`src/rtl/ptb_defines.svh`:
```
`ifndef PTB_DEFINES_SVH
`define PTB_DEFINES_SVH

// Register offsets (word addresses on the plain port)
`define PTB_ADDR_CONTROL   4'h0
`define PTB_ADDR_COUNT     4'h1
`define PTB_ADDR_PERIOD    4'h2
`define PTB_ADDR_INT_STAT  4'h3
`define PTB_ADDR_INT_MASK  4'h4

// Control register field positions
`define PTB_CTL_MODE_LO    0
`define PTB_CTL_CKPS_LO    2
`define PTB_CTL_OPS_LO     4
`define PTB_CTL_ENABLE     15

// Count register direction flag position
`define PTB_CNT_DIR        15

// Reset values
`define PTB_RST_CONTROL    16'h0000
`define PTB_RST_PERIOD     15'h0000
`define PTB_RST_MASK       2'h0

// Prescaler terminal counts (ratio minus one)
`define PTB_PRE_DIV1       6'h00
`define PTB_PRE_DIV4       6'h03
`define PTB_PRE_DIV16      6'h0f
`define PTB_PRE_DIV64      6'h3f

`endif

```
`src/rtl/ptb_pkg.sv`:
```
package ptb_pkg;
  // Time base operating modes
  typedef enum logic [1:0] {
    PTB_FREE_RUN,
    PTB_SINGLE_SHOT,
    PTB_UP_DOWN,
    PTB_UP_DOWN_DBL
  } ptb_mode_e;

  typedef logic [14:0] ptb_count_t;
endpackage

```
`src/rtl/ptb_prescaler.sv`:
```
`timescale 1ns/1ps
`include "ptb_defines.svh"

// Divides the instruction clock into one-cycle count enables
module ptb_prescaler #(
  parameter int WIDTH = 6
) (
  input  wire logic       sys_clk,
  input  wire logic       rst,
  input  wire logic       clear,
  input  wire logic [1:0] ratio_sel,
  output logic            tick
);
  logic [WIDTH-1:0] cnt_q;   // Divider count
  logic [WIDTH-1:0] cnt_d;
  logic [WIDTH-1:0] limit;   // Terminal count for ratio

  // Ratio decode and next count
  always_comb begin
    case (ratio_sel)
      2'h0:    limit = WIDTH'(`PTB_PRE_DIV1);
      2'h1:    limit = WIDTH'(`PTB_PRE_DIV4);
      2'h2:    limit = WIDTH'(`PTB_PRE_DIV16);
      default: limit = WIDTH'(`PTB_PRE_DIV64);
    endcase
    tick  = (cnt_q >= limit) && !clear;
    if (clear || cnt_q >= limit) begin
      cnt_d = '0;
    end else begin
      cnt_d = cnt_q + WIDTH'(1);
    end
  end

  // Divider register
  always_ff @(posedge sys_clk or posedge rst) begin
    if (rst) begin
      cnt_q <= '0;
    end else begin
      cnt_q <= cnt_d;
    end
  end
endmodule

```
`src/rtl/ptb_time_base.sv`:
```
`timescale 1ns/1ps
`include "ptb_defines.svh"

// Operation
// - 15-bit prescaled counter, postscaled, readable count
// - Count bit 15 reads direction, down is 1
// - Enable starts/stops; clearing keeps count
// - Period match reloads zero or reverses
// - Zero period stops counting and events
// - Zero active period blocks transfer until disabled
// - Two-bit mode selects four modes
// - Mode and postscaler decide event rate
// - Free-run counts up, wraps to zero
// - Free-run event each match, postscaled
// - Single-shot wraps then hardware clears enable
// - Single-shot one event, postscaler ignored
// - Mode 10 event at zero turning up
// - Mode 11 events at zero and match
// - Prescaler ratios 1, 4, 16, 64
// - Four-bit postscaler divides one to sixteen
module ptb_time_base (
  input  wire logic        sys_clk,
  input  wire logic        rst,
  input  wire logic [3:0]  reg_addr,
  input  wire logic [15:0] reg_wdata,
  input  wire logic        reg_wr,
  input  wire logic        reg_rd,
  output logic [15:0]      reg_rdata,
  output logic             tb_event,
  output logic             irq
);
  import ptb_pkg::*;

  logic [15:0]  ctl_q;         // Control register
  logic [15:0]  ctl_d;
  ptb_count_t   cnt_q;         // Time base count
  ptb_count_t   cnt_d;
  logic         dir_q;         // Count direction, 1 while down
  logic         dir_d;
  ptb_count_t   per_buf_q;     // Software-written period buffer
  ptb_count_t   per_buf_d;
  ptb_count_t   per_q;         // Active period
  ptb_count_t   per_d;
  logic [3:0]   post_q;        // Postscaler count
  logic [3:0]   post_d;
  logic         evt_q;         // Event pulse register
  logic         evt_d;
  logic [1:0]   stat_q;        // Sticky status: event, shot done
  logic [1:0]   stat_d;
  logic [1:0]   mask_q;        // Interrupt mask
  logic [1:0]   mask_d;
  logic [15:0]  rdata_q;       // Read data
  logic [15:0]  rdata_d;
  logic         irq_q;         // Interrupt level
  logic         irq_d;
  logic         tick;          // Prescaled count enable
  logic         pre_clr;       // Prescaler clear
  logic         enable;
  ptb_mode_e    mode;
  logic         match;
  logic         raw_evt;       // Event before postscaler
  logic         post_evt;      // Event after postscaler
  logic         uses_post;     // Postscaler applies
  logic         shot_done;

  // Decode one address against a read or write strobe
  function automatic logic hit(input logic [3:0] a, input logic [3:0] off,
                               input logic s);
    return s && (a == off);
  endfunction

  assign enable  = ctl_q[`PTB_CTL_ENABLE];
  assign mode    = ptb_mode_e'(ctl_q[`PTB_CTL_MODE_LO +: 2]);
  // Prescaler cleared on count or control writes
  assign pre_clr = hit(reg_addr, `PTB_ADDR_COUNT, reg_wr) ||
                   hit(reg_addr, `PTB_ADDR_CONTROL, reg_wr);

  ptb_prescaler #(
    .WIDTH (6)
  ) u_pre (
    .sys_clk   (sys_clk),
    .rst       (rst),
    .clear     (pre_clr),
    .ratio_sel (ctl_q[`PTB_CTL_CKPS_LO +: 2]),
    .tick      (tick)
  );

  // Counter, direction, period and event logic
  always_comb begin
    ctl_d     = ctl_q;
    cnt_d     = cnt_q;
    dir_d     = dir_q;
    per_buf_d = per_buf_q;
    per_d     = per_q;
    post_d    = post_q;
    raw_evt   = 1'b0;
    shot_done = 1'b0;
    uses_post = 1'b0;
    match     = (cnt_q == per_q) && (per_q != 15'h0000);
    // Up-only modes always show the upward flag
    if (mode == PTB_FREE_RUN || mode == PTB_SINGLE_SHOT) begin
      dir_d = 1'b0;
    end
    case (mode)
      PTB_FREE_RUN:    uses_post = 1'b1;
      PTB_UP_DOWN:     uses_post = 1'b1;
      default:         uses_post = 1'b0;
    endcase
    // Zero period halts everything
    if (enable && tick && per_q != 15'h0000) begin
      case (mode)
        PTB_FREE_RUN: begin
          dir_d = 1'b0;
          if (match) begin
            cnt_d   = '0;
            raw_evt = 1'b1;
            per_d   = per_buf_q;
          end else begin
            cnt_d = cnt_q + 15'h0001;
          end
        end
        PTB_SINGLE_SHOT: begin
          dir_d = 1'b0;
          if (match) begin
            cnt_d     = '0;
            ctl_d[`PTB_CTL_ENABLE] = 1'b0;
            raw_evt   = 1'b1;
            shot_done = 1'b1;
            per_d     = per_buf_q;
          end else begin
            cnt_d = cnt_q + 15'h0001;
          end
        end
        default: begin
          // Up/down modes
          if (!dir_q) begin
            if (match) begin
              dir_d = 1'b1;
              cnt_d = cnt_q - 15'h0001;
              if (mode == PTB_UP_DOWN_DBL) begin
                raw_evt = 1'b1;
              end
            end else begin
              cnt_d = cnt_q + 15'h0001;
            end
          end else if (cnt_q == 15'h0001 || cnt_q == 15'h0000) begin
            cnt_d   = '0;
            dir_d   = 1'b0;
            raw_evt = 1'b1;
            per_d   = per_buf_q;
          end else begin
            cnt_d = cnt_q - 15'h0001;
          end
        end
      endcase
    end
    // Period transfer never leaves a zero active period while running
    if (per_q == 15'h0000 && enable) begin
      per_d = per_q;
    end
    if (!enable) begin
      per_d = per_buf_q;
    end
    // Postscaler gate
    post_evt = 1'b0;
    if (raw_evt) begin
      if (!uses_post || post_q >= ctl_q[`PTB_CTL_OPS_LO +: 4]) begin
        post_evt = 1'b1;
        post_d   = '0;
      end else begin
        post_d = post_q + 4'h1;
      end
    end
    // Software writes
    if (hit(reg_addr, `PTB_ADDR_CONTROL, reg_wr)) begin
      ctl_d  = reg_wdata;
      post_d = '0;
    end
    if (hit(reg_addr, `PTB_ADDR_COUNT, reg_wr)) begin
      cnt_d  = reg_wdata[14:0];
      post_d = '0;
    end
    if (hit(reg_addr, `PTB_ADDR_PERIOD, reg_wr)) begin
      per_buf_d = reg_wdata[14:0];
    end
    evt_d = post_evt;
  end

  // Status, mask, read data, interrupt
  always_comb begin
    stat_d = stat_q;
    mask_d = mask_q;
    if (hit(reg_addr, `PTB_ADDR_INT_STAT, reg_rd)) begin
      stat_d = 2'h0;
    end
    // Set wins over read clear
    stat_d = stat_d | {shot_done, post_evt};
    if (hit(reg_addr, `PTB_ADDR_INT_MASK, reg_wr)) begin
      mask_d = reg_wdata[1:0];
    end
    rdata_d = 16'h0000;
    if (reg_rd) begin
      case (reg_addr)
        `PTB_ADDR_CONTROL:  rdata_d = ctl_q;
        `PTB_ADDR_COUNT:    rdata_d = {dir_q, cnt_q};
        `PTB_ADDR_PERIOD:   rdata_d = {1'b0, per_buf_q};
        `PTB_ADDR_INT_STAT: rdata_d = {14'h0000, stat_q};
        `PTB_ADDR_INT_MASK: rdata_d = {14'h0000, mask_q};
        default:            rdata_d = 16'h0000;
      endcase
    end
    irq_d = |(stat_d & mask_d);
  end

  // State registers
  always_ff @(posedge sys_clk or posedge rst) begin
    if (rst) begin
      ctl_q     <= `PTB_RST_CONTROL;
      cnt_q     <= '0;
      dir_q     <= 1'b0;
      per_buf_q <= `PTB_RST_PERIOD;
      per_q     <= `PTB_RST_PERIOD;
      post_q    <= '0;
      evt_q     <= 1'b0;
      stat_q    <= 2'h0;
      mask_q    <= `PTB_RST_MASK;
      rdata_q   <= 16'h0000;
      irq_q     <= 1'b0;
    end else begin
      ctl_q     <= ctl_d;
      cnt_q     <= cnt_d;
      dir_q     <= dir_d;
      per_buf_q <= per_buf_d;
      per_q     <= per_d;
      post_q    <= post_d;
      evt_q     <= evt_d;
      stat_q    <= stat_d;
      mask_q    <= mask_d;
      rdata_q   <= rdata_d;
      irq_q     <= irq_d;
    end
  end

  assign reg_rdata = rdata_q;
  assign tb_event  = evt_q;
  assign irq       = irq_q;
endmodule

```
`config.mk`:
```
export PLATFORM = sky130hd
export DESIGN_NAME = ptb_time_base
export DESIGN_NICKNAME = d
export VERILOG_FILES = /design/src/rtl/ptb_pkg.sv /design/src/rtl/ptb_prescaler.sv /design/src/rtl/ptb_time_base.sv
export VERILOG_INCLUDE_DIRS = /design/src /design/src/rtl
export SDC_FILE = /design/constraint.sdc
export NUM_CORES = 1
export LEC_CHECK = 0
export BUFFER_PORTS_ARGS = -buffer_cell sky130_fd_sc_hd__buf_2
export CELL_PAD_IN_SITES_DETAIL_PLACEMENT = 0
export CELL_PAD_IN_SITES_GLOBAL_PLACEMENT = 1
export CORE_ASPECT_RATIO = 0.7
export CORE_MARGIN = 4
export CORE_UTILIZATION = 40
export CTS_CLUSTER_DIAMETER = 30
export DETAILED_ROUTE_END_ITERATION = 10
export PLACE_DENSITY_LB_ADDON = 0.05
export SKIP_LAST_GASP = 1
export SYNTH_ARGS = -nofsm -noshare
export SYNTH_HDL_FRONTEND = slang
export SYNTH_SLANG_ARGS = --single-unit
```
`constraint.sdc`:
```
create_clock -name sys_clk -period 4.05 [get_ports sys_clk]
set_clock_uncertainty 0.05 [all_clocks]
set_input_delay 0.81 -clock sys_clk [delete_from_list [all_inputs] [get_ports sys_clk]]
set_output_delay 0.81 -clock sys_clk [all_outputs]
set_load 0.02 [all_outputs]
```
==> flow_results.org, run 1 <==
** Status
- The flow ran to the end, and the final reports show no timing, DRC or antenna violations.

** Job
- Number of maximum-capacitance violations :: 0

** Power
- Dividing total power by cell area gives a power density of 591 nW/um^2.
- The design draws 3.53 mW.
- IR Drop Worst-Case VDD :: 0.294 mV
- Summed over all cells, the static leakage comes to 2.70 nW.

** GRT
- The first global-routing pass estimated 24.9 mm of wire.
- Entering global routing, the biggest net connects 66 pins.
- For this run the aggregate overflow at the end of global routing stands at 0.
- GRT Resource Usage Total :: 20.7%
- Initial antenna violation count :: 0
- Number of global-route vias before repair :: 4,174

** Setup path
- CP endpoint kind :: flop
- Standard cell with the maximum stage delay on the critical path :: a21boi_4
- Data arrival time at the worst-slack endpoint :: 3570 ps
- Critical Path, Cell by Cell :: or2_2 -> inv_1 -> ha_1 -> nor3_1 -> a2bb2oi_1 -> o21ai_0 -> nand2_2 -> a21boi_4 -> mux2_2
- Data required time at the worst endpoint :: 4230 ps
- Delay of the slowest cell on the worst path :: 680 ps
- Worst setup path category :: flop to flop
- Max Fanout on Critical Path :: 19
- The worst setup path is launched from a flop.

** Die
- Die area :: 15,300 um^2
- From left edge to right edge, the die measures 146 um.
- IO Count :: 42
- Row generation in the floorplan step produced 34 rows.
- Measured along the y axis, the die boundary spans 105 um.
- Initial cell density of the core :: 41.9%
- Core area :: 12,700 um^2

** Placement
- Routability-driven placement congestion ratio :: 0.830
- Once placement finished, the instance area stood at 5680 um^2.
- Detailed placement ended at an HPWL of 11.5 mm.
- Cell count after placement :: 708
- Input and output buffers added on the ports amount to 41.

** Synth
- Averaged over all synthesized cells, the footprint is 10.2 um^2.
- Counting flops with an async set or reset pin after synthesis yields a share of 100%.
- Top post-synthesis cells by area :: dfrtp_1 (44%), mux2_2 (7.8%), nor2_1 (4.1%)
- The synthesized netlist occupies a cell area of 5330 um^2.
- Count of flip-flops with a built-in enable after synthesis :: 0
- Among all flip-flop cells after synthesis, the most frequent one is dfrtp_1.
- Total number of yosys warnings :: 0
- In this run, synthesis produced a sequential element count of 94.
- The synthesized design devotes to its leading area cell type 44.1% of total area.
- dfrtp_1 takes more of the synthesized area than any other cell.
- Post-synth cell types :: 62
- Synthesis produced a netlist with a net count of 559.
- Of the synthesized area, sequential elements account for 44.1%.
- Counting every instance in the synthesized netlist gives 522.

** Detailed routing
- Count of antenna-violating nets left after detailed routing :: 0
- DRC violation total after the first TritonRoute iteration :: 359
- Routed length per placed instance :: 21.7 um
- Overall via count from detail_route :: 4,246
- After detailed routing, the number of remaining DRC violations is 0.
- After detailed routing, the number of vias per cell comes to 5.86.
- Initial DRT Pass Iterations :: 5
- Summed over all layers, the routed wires come to 15.7 mm.

** Finish
- Of the cells placed in the final design, the portion with a size suffix greater than 1 is 22.4%.
- Registers take 2350 um^2.
- At the end of the flow, the number of nets in the layout was 594.
- Final-layout fill cell count :: 1,212
- The library cell used most frequently in the layout, excluding fill and tap cells, is dfrtp_1.
- ANT cells :: 0
- Layout Area Growth over Synthesis :: 12.2%
- Area of combinational cells with multiple inputs :: 2760 um^2
- Leaving out filler cells and counting taps, the final layout contains 724.
- Most used cells in the layout excluding fill and tap cells :: dfrtp_1 (94), nor2_1 (58), buf_2 (41), mux2_2 (37), nand2_1 (29)
- After routing the design area is 5980 um^2.

** Timing
- The count of final hold-check violations was 0.
- Measured against its own limit, the worst slew margin works out to 26.7%.
- Fraction of the cycle the final worst path needs :: 83.7%
- Final setup TNS :: 0 ps
- Timing would allow up to 295 MHz.
- Final count of pins violating max slew :: 0
- Counting I/O delays and the setup requirement, the final critical path takes 3390 ps.
- Final setup vio count :: 0
- At the pin with the least slew margin, the transition time is 1100 ps.
- Setup repair after global routing missed its margin :: false

** Clock network
- Clock-pin slew was measured on the worst setup and hold paths at 80 ps.
- The number of hold buffers added after CTS was 0.
- Number of buffers created by CTS :: 9
- The H-tree was split into 3 levels.
- In this run the clock root is driven by a clkbuf_16.
- For this design, the sink count on the clock tree is 94.
- Gates resized during post-CTS repair numbered 0.
- Clock latency on the worst-skew pair, taken at its later pin, is 340 ps.
- Post-CTS timing repair inserted 0 buffers for setup.
- Buffer levels on the longest clock path :: 2
- TritonCTS built the clock tree.

** Worst hold path
- Worst min path class :: flop to flop
## cells in the mapped netlist (11+ instances only)
cell type  number
dfrtp_1        94
nor2_1         58
mux2_2         37
nand2_1        29
xor2_1         22
mux2i_1        21
inv_1          20
nand3_1        19
a21oi_1        18
clkbuf_1       17
ha_1           13
nor3_1         13
nor4_1         11
o21ai_0        11
## cell type report
class / count / share of cell area, %
Tap cell: 162 / 3.39
Clock buffer: 9 / 3.77
Multi-Input combinational cell: 380 / 46.2
Inverter: 20 / 1.30
Sequential cell: 94 / 39.3
Clock inverter: 7 / 1.21
Timing Repair Buffer: 52 / 4.81
## state kept, by name (all words and copies together) (netlist names)
signal	count
ctl_q	16
reg_rdata	16
cnt_q	15
per_buf_q	15
per_q	15
u_pre.cnt_q	6
post_q	4
mask_q	2
stat_q	2
dir_q	1
irq	1
tb_event	1
## cells by family after synthesis
group | synth area share (%)
mux | 14.6
compound gates | 13.5
xor+xnor | 4.93
fa+ha+maj | 3.05
simple gates | 15.7
buf+inv | 4.18
flops | 44.1
## metal layers
layer / vias up / share of wire, % / global-route usage [%] / wire length [um]
li1: 1989 / - / - / -
met1: 2129 / 54 / 34.1 / 8580
met2: 120 / 40 / 28.5 / 6320
met3: 8 / 4.8 / 3.98 / 762
met4: 0 / 0.50 / 2.82 / 78
met5: - / 0 / 0 / 0
## power by group
part	internal (mW)	switching, mW	total [mW]
Combinational	0.523	0.580	1.10
Sequential	1.18	0.398	1.57
Clock	0.437	0.419	0.856
Total	2.13	1.40	3.53
## worst max-delay path: cells and delay by family, from the launching register on
| kind | cells | cell delay [ps] |
|---|---|---|
| muxes | 1 | 410 |
| buffers and inverters | 1 | 60 |
| AOI/OAI and AO/OA | 3 | 1320 |
| and+or+nand+nor | 3 | 810 |
| DFF | 1 | 440 |
| adders and majority gates | 1 | 170 |
## metrics by stage
step | hold slack, ps | utilization, % | worst slack, ps
CTS | 463 | 47.0 | 685
finish | 459 | 47.0 | 661
floorplan | 421 | - | 741
detailed placement | 446 | 44.7 | 739
global route | 473 | 47.0 | 495
global placement | 442 | 44.7 | 798
## final timing paths
check	startpoint	to	slack [ps]	cells past startpoint
max	ctl_q[3]	per_q[9]	660	9
min	ctl_q[10]	ctl_q[10]	460	1
max reg2reg	ctl_q[3]	per_q[9]	660	9
min reg2reg	ctl_q[10]	ctl_q[10]	460	1
max in group asynchronous	rst	cnt_q[9]	2610	3
min in group asynchronous	rst	u_pre.cnt_q[3]	550	2
No activity file was read; power rests on OpenSTA's default activity.
==> run 2, diff against run 1 <==
ABC_AREA = 1   (was default)
clock period = 3.25 ns   (was 4.05 ns; I/O delays follow)
==> flow_results.org, run 2 <==
** Status
- The run finished with clean final reports.

** Timing
- Smallest hold slack :: 360 ps
- Based on the critical path, the design can be clocked at up to 406 MHz.
- Worst slew pin tran :: 903 ps
- Subtracting the final worst setup slack from the clock period gives 2460 ps.
- Final setup TNS :: 0 ps
- Final setup vio count :: 0
- PnR worst setup slack :: 790 ps
- Final count of pins violating max slew :: 0
- Setup repair after global routing missed its margin :: false
- The worst pin sits at a relative slew slack of 39.6%.
- Fraction of the cycle the final worst path needs :: 75.7%
- The count of final hold-check violations is 0.

** Setup path
- FF-to-FF Start :: ctl_q[3]
- Logic depth of the worst path, buffers included :: 11
- In this run the worst path has a maximum fanout of 27.
- Standard cell with the maximum stage delay on the critical path :: dfrtp_1
- For the worst setup path, the data required time is 3430 ps.
- Grouping stages by cell kind, the critical path spends the most delay in simple AND/OR/NAND/NOR gates.
- R2R depth :: 11
- CP endpoint kind :: flop
- Launch point of the worst path :: ctl_q[3]
- Sort of element at the start of the critical path :: flop
- The critical path is of the flop to flop type.
- The largest single stage delay on the critical path is 500 ps.
- At the worst endpoint, the arrival time is 2640 ps.
- Worst path buffer plus inverter count :: 1
- Walking the worst path, the cells encountered are nand2_1 -> ha_1 -> a21oi_1 -> a21boi_0 -> nand3_1 -> nand2_4 -> inv_2 -> nand2_4 -> nand2_8 -> nand2_1 -> o21ai_2.

** Finish
- Post-Route Utilization :: 46.7%
- Number of nets at the end of the flow :: 827
- Area of combinational cells with multiple inputs :: 2740 um^2
- Post-layout instance count excluding filler cells :: 980
- Of the cells placed in the final design, the portion with a size suffix greater than 1 is 13.7%.
- The layout has 1,406 filler cells.
- Summing all flip-flop and latch instances after layout gives 2350 um^2.
- The library cell used most frequently in the layout, excluding fill and tap cells, is nand2_1.
- Compared with the post-synthesis result, the final layout area differs by 11.7%.
- ANT cells :: 0
- The library cells used most frequently in the layout, excluding fill and tap cells, are nand2_1 (246), dfrtp_1 (94), inv_1 (93), nor2_1 (48), nand3_1 (48).

** Synth
- Top post-synthesis cells by area :: dfrtp_1 (42%), nand2_1 (16%), inv_1 (6.3%)
- Flip-flop cell with the highest count after synthesis :: dfrtp_1
- Post-synth cell types :: 39
- Number of nets produced by synthesis :: 794
- After synthesis the cells add up to 5640 um^2.
- The share of synthesized area in the top cell type comes to 41.7%.
- Cell with the most instances after synthesis :: nand2_1
- Synth Instances :: 757
- Share of synthesized registers carrying an async set or reset :: 100%
- In this run the mean area of a mapped cell was 7.45 um^2.
- Yosys top cell by area :: dfrtp_1
- Most instantiated cells after synthesis :: nand2_1 (246), dfrtp_1 (94), inv_1 (94), nand3_1 (48), nor2_1 (48)
- Total number of yosys warnings :: 0
- The synthesized design contains 94 register bits.
- Register area share after synthesis :: 41.7%
- Yosys mapped a number of flops with a built-in enable equal to 0.

** Power
- Power share of the clock group :: 25.0%
- Registers are responsible for 39.2% of the overall power.
- The share of total power dissipated in combinational logic is 35.8%.
- Internal power :: 2.64 mW
- Net switching is 42.2% of the power.
- IR Drop Worst-Case VDD :: 0.322 mV
- Total power divided by cell area :: 724 nW/um^2
- In this run the power spent charging and discharging nets is 1.93 mW.
- Pleak :: 3.28 nW

** Clock network
- Clock-pin slew was measured on the worst setup and hold paths at 70 ps.
- Post-CTS Setup Repair Bufs :: 0
- Buffer levels on the longest clock path :: 2
- CTS saw 94 sinks.
- Clock tree from TritonCTS :: done
- Hold-fix buffer count after cts :: 0
- H-tree depth :: 3
- The cell sitting at the root of the clock tree is a clkbuf_16.
- Post-cts repair resize count :: 0
- The later pin in the worst-skew pair is clocked with a latency of 350 ps.
- Number of buffers created by CTS :: 9

** Die
- Core area :: 13,500 um^2
- The floorplan step defined a die boundary enclosing 16,100 um^2.
- Die outline width :: 150 um
- IO Count :: 42
- From bottom edge to top edge, the die measures 107 um.
- The initialized floorplan defines 35 standard-cell rows.
- Initial cell density of the core :: 41.8%

** GRT
- The first global-routing pass estimated 25.8 mm of wire.
- Initial antenna violation count :: 0
- Global route overflow :: 0
- GRT Resource Usage Total :: 20.8%
- Pin count of the biggest net entering global routing :: 51
- The number of global-route vias before repair is 4,752.

** Detailed routing
- Wires add up to 16.1 mm.
- Overall via count from detail_route :: 4,956
- Number of DRC violations after detailed routing :: 0
- In the routed layout, each cell is associated on average with a via count of 5.06.
- Once detail routing completed, the nets flagged for antenna violations numbered 0.
- The first detailed-routing pass ran for 7 iterations.
- Dividing the detail-routed wire length by the instance count gives 16.5 um.
- After the first detailed-routing iteration, the DRC count stood at 259.

** Placement
- Routability-driven placement congestion ratio :: 0.864
- The number of placed instances, taps included, is 964.
- OpenSTA, run right after detailed placement, puts the worst setup slack at 550 ps.
- In this run the tool buffered the top-level ports with 41 buffer cells.
- Placed wire-length estimate :: 12.3 mm

** Worst hold path
- Worst min path class :: input port to async pin

** Job
- Number of maximum-capacitance violations :: 0
==> run 2: changes by cell type in the layout (fill, tap and decap cells not counted), moves of 21 or more <==
cell and change:
mux2i_1 -21, inv_1 +74, nand3_1 +29, mux2_2 -37, o21ai_0 +26, nand2_1 +217
==> run 2: cell families after synthesis <==
kind of cell             Yosys count  share of synthesized area (%)
AND/OR/NAND/NOR                  387                           29.7
adder cells (fa/ha/maj)           13                           2.88
buffers and inverters            131                           9.76
AO/OA/AOI/OAI                    100                           11.0
XOR/XNOR                          32                           4.97
flip-flops                        94                           41.7
==> run 2: path summary, 6_finish.rpt <==
check	end	slack, ps
min in group sys_clk	ctl_q[6]	440
hold / removal	reg_rdata[9]	360
setup reg to reg	per_q[10]	790
hold reg to reg	ctl_q[6]	440
max in group asynchronous	ctl_q[0]	2090
setup / recovery	per_q[10]	790
==> run 2: area by class of cell <==
cell class | instances | share of cell area, %
repair buffers | 48 | 4.29
clock buffers | 10 | 3.79
inverters | 105 | 6.29
well taps | 185 | 3.67
flip-flops and latches | 94 | 37.3
clock inverters | 6 | 1.19
multi-input cells | 532 | 43.4
==> run 2: stage by stage <==
step	instance area [um^2]	total power [mW]
after floorplan	5640	3.01
after global placement	5990	3.42
after detailed placement	5990	3.44
after CTS	6300	4.60
after global routing	6300	4.90
final	6300	4.57
==> run 2: power by group through the flow <==
stage	logic, mW	clock network (mW)	registers (mW)
2_1_floorplan	1.38	0	1.64
3_3_place_gp	1.61	0	1.81
3_5_place_dp	1.63	0	1.81
4_1_cts	1.64	1.17	1.79
5_1_grt	1.86	1.21	1.83
6_report	1.63	1.14	1.79
==> run 2: per-layer routing <==
metal / routed length [um] / vias to the layer above / part of all wire (%) / global-route usage [%]
met4: 211 / 0 / 1.3 / 5.48
met1: 8080 / 2362 / 50 / 29.8
met5: 0 / - / 0 / 0
met3: 666 / 19 / 4.1 / 3.41
met2: 7190 / 110 / 45 / 32.8
li1: - / 2465 / - / -
